===== config.mk =====
export PLATFORM = sky130hd
export DESIGN_NAME = low_power_mode_select
export DESIGN_NICKNAME = d
export VERILOG_FILES = /design/src/logic/low_power_pkg.sv /design/src/logic/low_power_mode_select.sv /design/src/logic/subclock_sampler.sv
export SDC_FILE = /design/constraint.sdc
export NUM_CORES = 1
export LEC_CHECK = 0
export ABC_CLOCK_PERIOD_IN_PS = 3300
export BUFFER_PORTS_ARGS = -buffer_cell sky130_fd_sc_hd__buf_2
export CORE_MARGIN = 3
export CORE_UTILIZATION = 51
export CTS_CLUSTER_SIZE = 40
export DETAILED_ROUTE_END_ITERATION = 10
export GPL_ROUTABILITY_DRIVEN = 1
export PLACE_DENSITY = 0.92
export SYNTH_ARGS = -nofsm -noshare
export SYNTH_HDL_FRONTEND = slang
export SYNTH_SLANG_ARGS = --single-unit

===== constraint.sdc =====
create_clock -name clk_i -period 3.3 [get_ports clk_i]
set_input_delay 0.66 -clock clk_i [delete_from_list [all_inputs] [get_ports clk_i]]
set_output_delay 0.66 -clock clk_i [all_outputs]
set_load 0.02 [all_outputs]

===== src/logic/low_power_pkg.sv =====
package low_power_pkg;

  // register word offsets (byte addresses)
  localparam logic [3:0] LPC_OFFSET = 4'h0;  // low_power_control
  localparam logic [3:0] SBC_OFFSET = 4'h4;  // standby_select and system_clock_divider
  localparam logic [3:0] STAT_OFFSET = 4'h8;  // current operating mode

  // low_power_control field positions
  localparam int DIRECT_BIT = 7;  // direct_transfer_flag
  localparam int LOW_SPEED_BIT = 6;  // low_speed_select
  localparam int NOISE_RATE_BIT = 5;  // noise_sample_rate_select
  localparam int SUB_ENABLE_BIT = 4;  // subclock_input_enable
  localparam int RSVD_BIT = 3;  // lowest stored bit, bits below read zero

  // standby control field positions
  localparam int STANDBY_SEL_BIT = 7;  // standby_select
  localparam int DIVIDER_LSB = 0;  // system_clock_divider
  localparam int DIVIDER_W = 3;

  // reset values
  localparam logic [7:0] LPC_RESET = 8'h00;
  localparam logic [7:0] SBC_RESET = 8'h00;
  localparam logic [DIVIDER_W-1:0] DIVIDER_UNDIVIDED = 3'h0;  // undivided code

  // noise sampling divides
  localparam int SAMPLE_DIV_SLOW = 32;
  localparam int SAMPLE_DIV_FAST = 4;
  localparam int SAMPLE_CNT_W = 5;

  // operating modes
  typedef enum logic [2:0] {
    MODE_HIGH,
    MODE_MEDIUM,
    MODE_SLEEP,
    MODE_STANDBY,
    MODE_WATCH,
    MODE_SUBACTIVE,
    MODE_SUBSLEEP
  } mode_e;

  // avalon request from the master
  typedef struct packed {
    logic read;
    logic write;
    logic [3:0] address;
    logic [31:0] writedata;
  } avm_req_s;

  // avalon answer to the master
  typedef struct packed {
    logic waitrequest;
    logic [31:0] readdata;
  } avm_rsp_s;

endpackage : low_power_pkg


===== src/logic/low_power_mode_select.sv =====
`timescale 1ns/10ps
// Summary of operation
// fast halt: direct flag picks subactive or not
// subactive halt: direct flag picks high-speed
// fast halt with low-speed: watch or subactive
// subactive halt, low-speed 0: watch/high-speed
// watch exit resumes high-speed or subactive
// subclock sampled at clock/32 or clock/4
// software keeps fast rate off >=5MHz
// enable bit gates subclock pin input
// bit 3 writable, software never sets
// bits 2..0 read zero, ignore writes
// standby select 0 gives sleep
// halt enters rest, interrupt resumes execution
// software clears divider before low-speed moves
// destination from three bits, default sleeps
module low_power_mode_select (
  // clock and reset
  input wire logic clk_i,
  input wire logic resetn_i,
  // register bus
  input wire low_power_pkg::avm_req_s avm_req_i,
  output low_power_pkg::avm_rsp_s avm_rsp_o,
  // cpu events
  input wire logic halt_i,
  input wire logic interrupt_i,
  // subclock pin and result
  input wire logic subclock_input_pin_i,
  output logic subclock_o,
  // mode state
  output low_power_pkg::mode_e mode_o,
  output logic halted_o
);

  logic [7:0] lpc_q;  // low_power_control
  logic [7:0] lpc_d;
  logic [7:0] sbc_q;  // standby control
  logic [7:0] sbc_d;
  low_power_pkg::mode_e mode_d;  // next operating mode
  low_power_pkg::mode_e return_q;  // mode resumed on sleep exit
  low_power_pkg::mode_e return_d;
  low_power_pkg::mode_e halt_dest;  // destination of a halt
  low_power_pkg::mode_e run_mode;  // running speed from the divider
  logic halted_d;
  low_power_pkg::avm_rsp_s rsp_d;
  logic access;  // request present
  logic commit;  // request completes this edge
  logic direct_transfer_flag;  // halt may jump straight to a running mode
  logic low_speed_select;  // halt and watch exit favour subclock modes
  logic standby_select;  // halt goes past plain sleep

  assign direct_transfer_flag = lpc_q[low_power_pkg::DIRECT_BIT];
  assign low_speed_select = lpc_q[low_power_pkg::LOW_SPEED_BIT];
  assign standby_select = sbc_q[low_power_pkg::STANDBY_SEL_BIT];
  assign access = avm_req_i.read | avm_req_i.write;
  assign commit = access & ~avm_rsp_o.waitrequest;

  // bus answer: wait one cycle, then release for a single edge
  always_comb begin
    rsp_d.waitrequest = ~(access & avm_rsp_o.waitrequest);
    rsp_d.readdata = avm_rsp_o.readdata;
    if (avm_req_i.read && avm_rsp_o.waitrequest) begin
      if (avm_req_i.address == low_power_pkg::LPC_OFFSET) begin
        // reserved low bits read zero, bit 3 reads what was stored
        rsp_d.readdata = {24'h000000, lpc_q[7:low_power_pkg::RSVD_BIT],
                          {low_power_pkg::RSVD_BIT{1'b0}}};
      end else if (avm_req_i.address == low_power_pkg::SBC_OFFSET) begin
        rsp_d.readdata = {24'h000000, sbc_q};
      end else if (avm_req_i.address == low_power_pkg::STAT_OFFSET) begin
        rsp_d.readdata = {28'h0000000, halted_o, mode_o};
      end else begin
        rsp_d.readdata = 32'h00000000;  // unmapped reads zero
      end
    end
  end

  // register writes take effect on the completing edge
  always_comb begin
    lpc_d = lpc_q;
    sbc_d = sbc_q;
    if (commit && avm_req_i.write) begin
      if (avm_req_i.address == low_power_pkg::LPC_OFFSET) begin
        lpc_d = {avm_req_i.writedata[7:low_power_pkg::RSVD_BIT],
                 {low_power_pkg::RSVD_BIT{1'b0}}};
      end else if (avm_req_i.address == low_power_pkg::SBC_OFFSET) begin
        sbc_d = avm_req_i.writedata[7:0];
      end
    end
  end

  // running speed and halt destination
  always_comb begin
    if (sbc_q[low_power_pkg::DIVIDER_LSB +: low_power_pkg::DIVIDER_W]
        == low_power_pkg::DIVIDER_UNDIVIDED) begin
      run_mode = low_power_pkg::MODE_HIGH;
    end else begin
      run_mode = low_power_pkg::MODE_MEDIUM;
    end
    halt_dest = low_power_pkg::MODE_SLEEP;
    if (mode_o == low_power_pkg::MODE_SUBACTIVE) begin
      if (!standby_select) begin
        halt_dest = low_power_pkg::MODE_SUBSLEEP;
      end else if (!low_speed_select && direct_transfer_flag) begin
        halt_dest = low_power_pkg::MODE_HIGH;
      end else if (!direct_transfer_flag) begin
        halt_dest = low_power_pkg::MODE_WATCH;
      end else begin
        halt_dest = low_power_pkg::MODE_SUBSLEEP;
      end
    end else begin
      if (!standby_select) begin
        halt_dest = low_power_pkg::MODE_SLEEP;
      end else if (!low_speed_select) begin
        halt_dest = low_power_pkg::MODE_STANDBY;
      end else if (direct_transfer_flag) begin
        halt_dest = low_power_pkg::MODE_SUBACTIVE;
      end else begin
        halt_dest = low_power_pkg::MODE_WATCH;
      end
    end
  end

  // operating mode transitions
  always_comb begin
    mode_d = mode_o;
    return_d = return_q;
    case (mode_o)
      low_power_pkg::MODE_HIGH, low_power_pkg::MODE_MEDIUM: begin
        // only the halt instruction leaves execution
        if (halt_i) begin
          mode_d = halt_dest;
          return_d = mode_o;
        end else begin
          mode_d = run_mode;
        end
      end
      low_power_pkg::MODE_SUBACTIVE: begin
        if (halt_i) begin
          mode_d = halt_dest;
          return_d = low_power_pkg::MODE_SUBACTIVE;
        end
      end
      low_power_pkg::MODE_SLEEP, low_power_pkg::MODE_SUBSLEEP: begin
        // only an interrupt resumes execution
        if (interrupt_i) begin
          mode_d = return_q;
        end
      end
      low_power_pkg::MODE_STANDBY: begin
        if (interrupt_i) begin
          mode_d = run_mode;
        end
      end
      low_power_pkg::MODE_WATCH: begin
        if (interrupt_i && low_speed_select) begin
          mode_d = low_power_pkg::MODE_SUBACTIVE;
        end else if (interrupt_i) begin
          mode_d = low_power_pkg::MODE_HIGH;
        end
      end
      default: begin
        mode_d = low_power_pkg::MODE_HIGH;
      end
    endcase
    halted_d = (mode_d == low_power_pkg::MODE_SLEEP)
            || (mode_d == low_power_pkg::MODE_SUBSLEEP)
            || (mode_d == low_power_pkg::MODE_STANDBY)
            || (mode_d == low_power_pkg::MODE_WATCH);
  end

  // state registers
  always_ff @(posedge clk_i or negedge resetn_i) begin
    if (!resetn_i) begin
      lpc_q <= low_power_pkg::LPC_RESET;
      sbc_q <= low_power_pkg::SBC_RESET;
      mode_o <= low_power_pkg::MODE_HIGH;
      return_q <= low_power_pkg::MODE_HIGH;
      halted_o <= 1'b0;
      avm_rsp_o <= '{waitrequest: 1'b1, readdata: 32'h00000000};
    end else begin
      lpc_q <= lpc_d;
      sbc_q <= sbc_d;
      mode_o <= mode_d;
      return_q <= return_d;
      halted_o <= halted_d;
      avm_rsp_o <= rsp_d;
    end
  end

  // subclock pin sampling
  subclock_sampler u_sampler (
    .clk_i(clk_i),
    .resetn_i(resetn_i),
    .fast_rate_i(lpc_q[low_power_pkg::NOISE_RATE_BIT]),
    .enable_i(lpc_q[low_power_pkg::SUB_ENABLE_BIT]),
    .pin_i(subclock_input_pin_i),
    .sample_o(subclock_o)
  );

endmodule : low_power_mode_select


===== src/logic/subclock_sampler.sv =====
`timescale 1ns/10ps
// samples the external subclock pin at a rate derived from the system clock
module subclock_sampler (
  // clock and reset
  input wire logic clk_i,
  input wire logic resetn_i,
  // control
  input wire logic fast_rate_i,
  input wire logic enable_i,
  // pin and sampled result
  input wire logic pin_i,
  output logic sample_o
);

  logic sync1_q;  // first synchroniser stage
  logic sync2_q;  // second synchroniser stage
  logic [low_power_pkg::SAMPLE_CNT_W-1:0] cnt_q;  // sampling divider
  logic [low_power_pkg::SAMPLE_CNT_W-1:0] cnt_d;
  logic [low_power_pkg::SAMPLE_CNT_W-1:0] last;  // terminal count for the rate
  logic tick;  // one-cycle sample enable
  logic sample_d;

  // terminal count and sample enable
  always_comb begin
    if (fast_rate_i) begin
      last = low_power_pkg::SAMPLE_CNT_W'(low_power_pkg::SAMPLE_DIV_FAST - 1);
    end else begin
      last = low_power_pkg::SAMPLE_CNT_W'(low_power_pkg::SAMPLE_DIV_SLOW - 1);
    end
    tick = (cnt_q >= last);
    if (tick) begin
      cnt_d = '0;
    end else begin
      cnt_d = cnt_q + 1'b1;
    end
    // pin is ignored while input disabled
    if (!enable_i) begin
      sample_d = 1'b0;
    end else if (tick) begin
      sample_d = sync2_q;
    end else begin
      sample_d = sample_o;
    end
  end

  // synchroniser, divider and sample registers
  always_ff @(posedge clk_i or negedge resetn_i) begin
    if (!resetn_i) begin
      sync1_q <= 1'b0;
      sync2_q <= 1'b0;
      cnt_q <= '0;
      sample_o <= 1'b0;
    end else begin
      sync1_q <= pin_i;
      sync2_q <= sync1_q;
      cnt_q <= cnt_d;
      sample_o <= sample_d;
    end
  end

endmodule : subclock_sampler


==> impl_metrics.csv <==
group,metric,value,unit
run_status,status,"finished, final reports clean",
placed_design,place.gp.congestion,0.7506,
power,p_leak,1.010,nW
floorplan,rows,21,
detailed_routing,vias,1292,
detailed_routing,drt_first_pass_iters,4,
floorplan,floorplan.die_area,4428,sq um
logic_synthesis,synth_mux_area_frac,0.08902,
worst_hold_path,min_from,"u_sampler.sync1_q",
cts,hold_buffers,0,
floorplan,pin_count,81,
critical_path,reg2regPathDepth,6,
sta,rsz0062_at_grt,"false",
critical_path,end_kind,"output pin",
finish,fin_cells,253,
global_routing,grt_max_degree,38,
cts,clkSlewWorstSetupHoldPaths,0.06,ns
detailed_routing,postRouteAntennaNets,0,
critical_path,r2r-end,"u_sampler.sample_o",
finish,n_antenna_cell,0,
flow_run,drv_cap,0,
global_routing,grt_usage,0.1703,
sta,fin_crit_sh,0.5343,
sta,fin_setup_tns,0,ns
power,peakVddDrop,0.4219,mV
global_routing,antenna_found_initial,0,
critical_path,crit_type,"reg -> out",
critical_path,crit_path_cell_trace,"buf_2",
global_routing,grt_pass1_vias,1173,
logic_synthesis,syn_area_per_cell,10.81,sq um
logic_synthesis,synth_xor_xnor_area_share,0.01406,
placed_design,dpl_cell_area,1978,sq um
critical_path,cp.arrival,1.10,ns
global_routing,overflow,0,
logic_synthesis,yosysSeqAreaShare,0.4960,
cts,htreeDepth,2,
logic_synthesis,synth_edf_count,0,
sta,slew-limit-headroom,0.4736,
logic_synthesis,syn_inst,173,
critical_path,cp.buffers_inverters,1,
cts,postCtsSetupBuffers,0,
logic_synthesis,synth_area,1869,sq um
sta,period_needed,1.763,ns
sta,fin_hold_ws,0.3523,ns
sta,tightestPinTransition,0.7896,ns
cts,cts_made_buffers,5,
finish,n_fill_cell,308,
finish,drive_gt1_frac,0.2754,
detailed_routing,drtIter0Drc,43,
cts,cts.path.max_buffers,2,
detailed_routing,drc_errors,0,
sta,fin_ws,1.537,ns
logic_synthesis,synthSimpleGateAreaFrac,0.1372,
logic_synthesis,synthFlopType,"dfrtp_1",
cts,clock_latency,0.29,ns
finish,nNetsFinal,254,
critical_path,slowest_stage,"dfrtp_1",
logic_synthesis,synth_top_family_by_area,"simple AND/OR/NAND/NOR gates",
sta,finalHoldViolations,0,
critical_path,crit_fanout,13,
logic_synthesis,ys_types,39,
cts,cts.root.buffer_cell,"clkbuf_8",
critical_path,cp-start-kind,"register",
floorplan,fp.dieW,66.54,um
critical_path,cp.required,2.64,ns
worst_hold_path,holdCritPathClass,"reg -> reg",
power,power_density,693.0,nW/um^2
cts,cts_sinks,37,
sta,finalSetupViolCount,0,
placed_design,numPortBuffers,32,
detailed_routing,viasPerCell,5.107,
sta,fmaxAchievable,0.5671,GHz
worst_hold_path,holdPathEnd,"u_sampler.sync2_q",
critical_path,reg2reg_from,"u_sampler.cnt_q[0]",
critical_path,cp_top_family,"flip-flops",
detailed_routing,wirelength,3.473,mm
finish,syn_to_final_growth,10.44,%
critical_path,reg2reg_setup_slack,1.68,ns
logic_synthesis,ys_ff_latch,37,
floorplan,core_area,3442,sq um
detailed_routing,routedWlPerCell,13.73,um
global_routing,grt_pass1_wl,5.478,mm
worst_hold_path,holdPathStages,0,
logic_synthesis,synth_compound_area_frac,0.1285,
placed_design,dpl_worst_slack,1.269,ns
placed_design,dpl.hpwl,2.569,mm
floorplan,start_util,0.5431,
logic_synthesis,yosysWarnings,0,
logic_synthesis,synth_async_sr_flop_share,1.000,
finish,finalInstanceArea,2064,sq um
sta,maxSlewViolCount,0,
power,total_power,1.431,mW
logic_synthesis,yosys.area_share.adder,0.02677,
finish,finish.utilization,0.5998,
sta,fin_skew,0.004236,ns
cts,ctsResizeCount,0,
floorplan,fp.dieH,66.54,um
critical_path,slowest_delay,0.58,ns
placed_design,dpl.cell_count,246,
cts,cts_tree,"done",
-- how the worst max path moves through the flow --
stage / startpoint / to / depth (start not counted)
floorplan: avm_req_i[35] / sbc_q[0] / 4
global placement: avm_req_i[35] / sbc_q[1] / 5
detailed placement: avm_req_i[35] / sbc_q[5] / 5
CTS: mode_o[1] / mode_o[1] / 1
global route: mode_o[1] / mode_o[1] / 1
finish: mode_o[1] / mode_o[1] / 1
-- state kept, by name, summed over array words and instances (netlist names) --
register and cells:
u_sampler.sync2_q 1, avm_rsp_o 9, lpc_q 5, return_q 3, u_sampler.sample_o 1, sbc_q 8
u_sampler.sync1_q 1, halted_o 1, mode_o 3, u_sampler.cnt_q 5
-- routing by layer --
| metal | vias up | track usage | part of all wire |
|---|---|---|---|
| met5 | - | 0 | 0 |
| met4 | 0 | 0.09137 | 0.024 |
| met3 | 7 | 0.04216 | 0.066 |
| met2 | 52 | 0.2735 | 0.50 |
| met1 | 602 | 0.2094 | 0.41 |
| li1 | 631 | - | - |
-- cells by family after synthesis --
logic type / count (synthesis)
flops: 37
xor+xnor: 3
other cells: 1
fa+ha+maj: 4
buf+inv: 29
compound gates: 38
mux: 15
simple gates: 46
-- layout by cell type (no fill, tap or decap), types with 2 or more instances in the layout --
cell,n
a21oi_1,6
a22oi_1,7
a31oi_1,3
and2b_2,2
buf_2,32
clkbuf_8,6
conb_1,24
dfrtp_1,36
ha_1,4
mux2_2,13
mux2i_1,2
nand2_1,15
nand2b_1,4
nand3_1,4
nor2_1,9
nor2b_1,4
o21ai_0,12
xor2_1,2
-- report_power, final --
| group | internal (mW) | switching (mW) |
|---|---|---|
| sequential | 0.565 | 0.136 |
| combinational | 0.186 | 0.235 |
| clock | 0.165 | 0.143 |
-- synthesized netlist by cell type, types with 2 or more instances --
cell type / instances / area share
ha_1: 4 / 0.027
nor2_1: 9 / 0.018
nand3_1: 4 / 0.011
o21ai_0: 12 / 0.032
nor2b_1: 4 / 0.013
xor2_1: 2 / 0.0094
a22oi_1: 7 / 0.028
mux2_2: 13 / 0.078
dfrtp_1: 36 / 0.48
and2b_2: 2 / 0.0094
mux2i_1: 2 / 0.011
clkbuf_1: 4 / 0.0080
a21oi_1: 6 / 0.016
nand2b_1: 4 / 0.013
buf_4: 24 / 0.096
a31oi_1: 3 / 0.010
nand2_1: 15 / 0.030
-- area by class of cell --
type                       count  area [sq um]  share of cell area
timing repair buffer          32         160.2             0.07758
sequential                    37         927.1              0.4491
tap                           46         57.56             0.02788
inverter                       1         3.754            0.001818
clock buffer                   7         86.33             0.04182
multi-input combinational    130         829.5              0.4018
No activity file was read; power rests on OpenSTA's default activity.
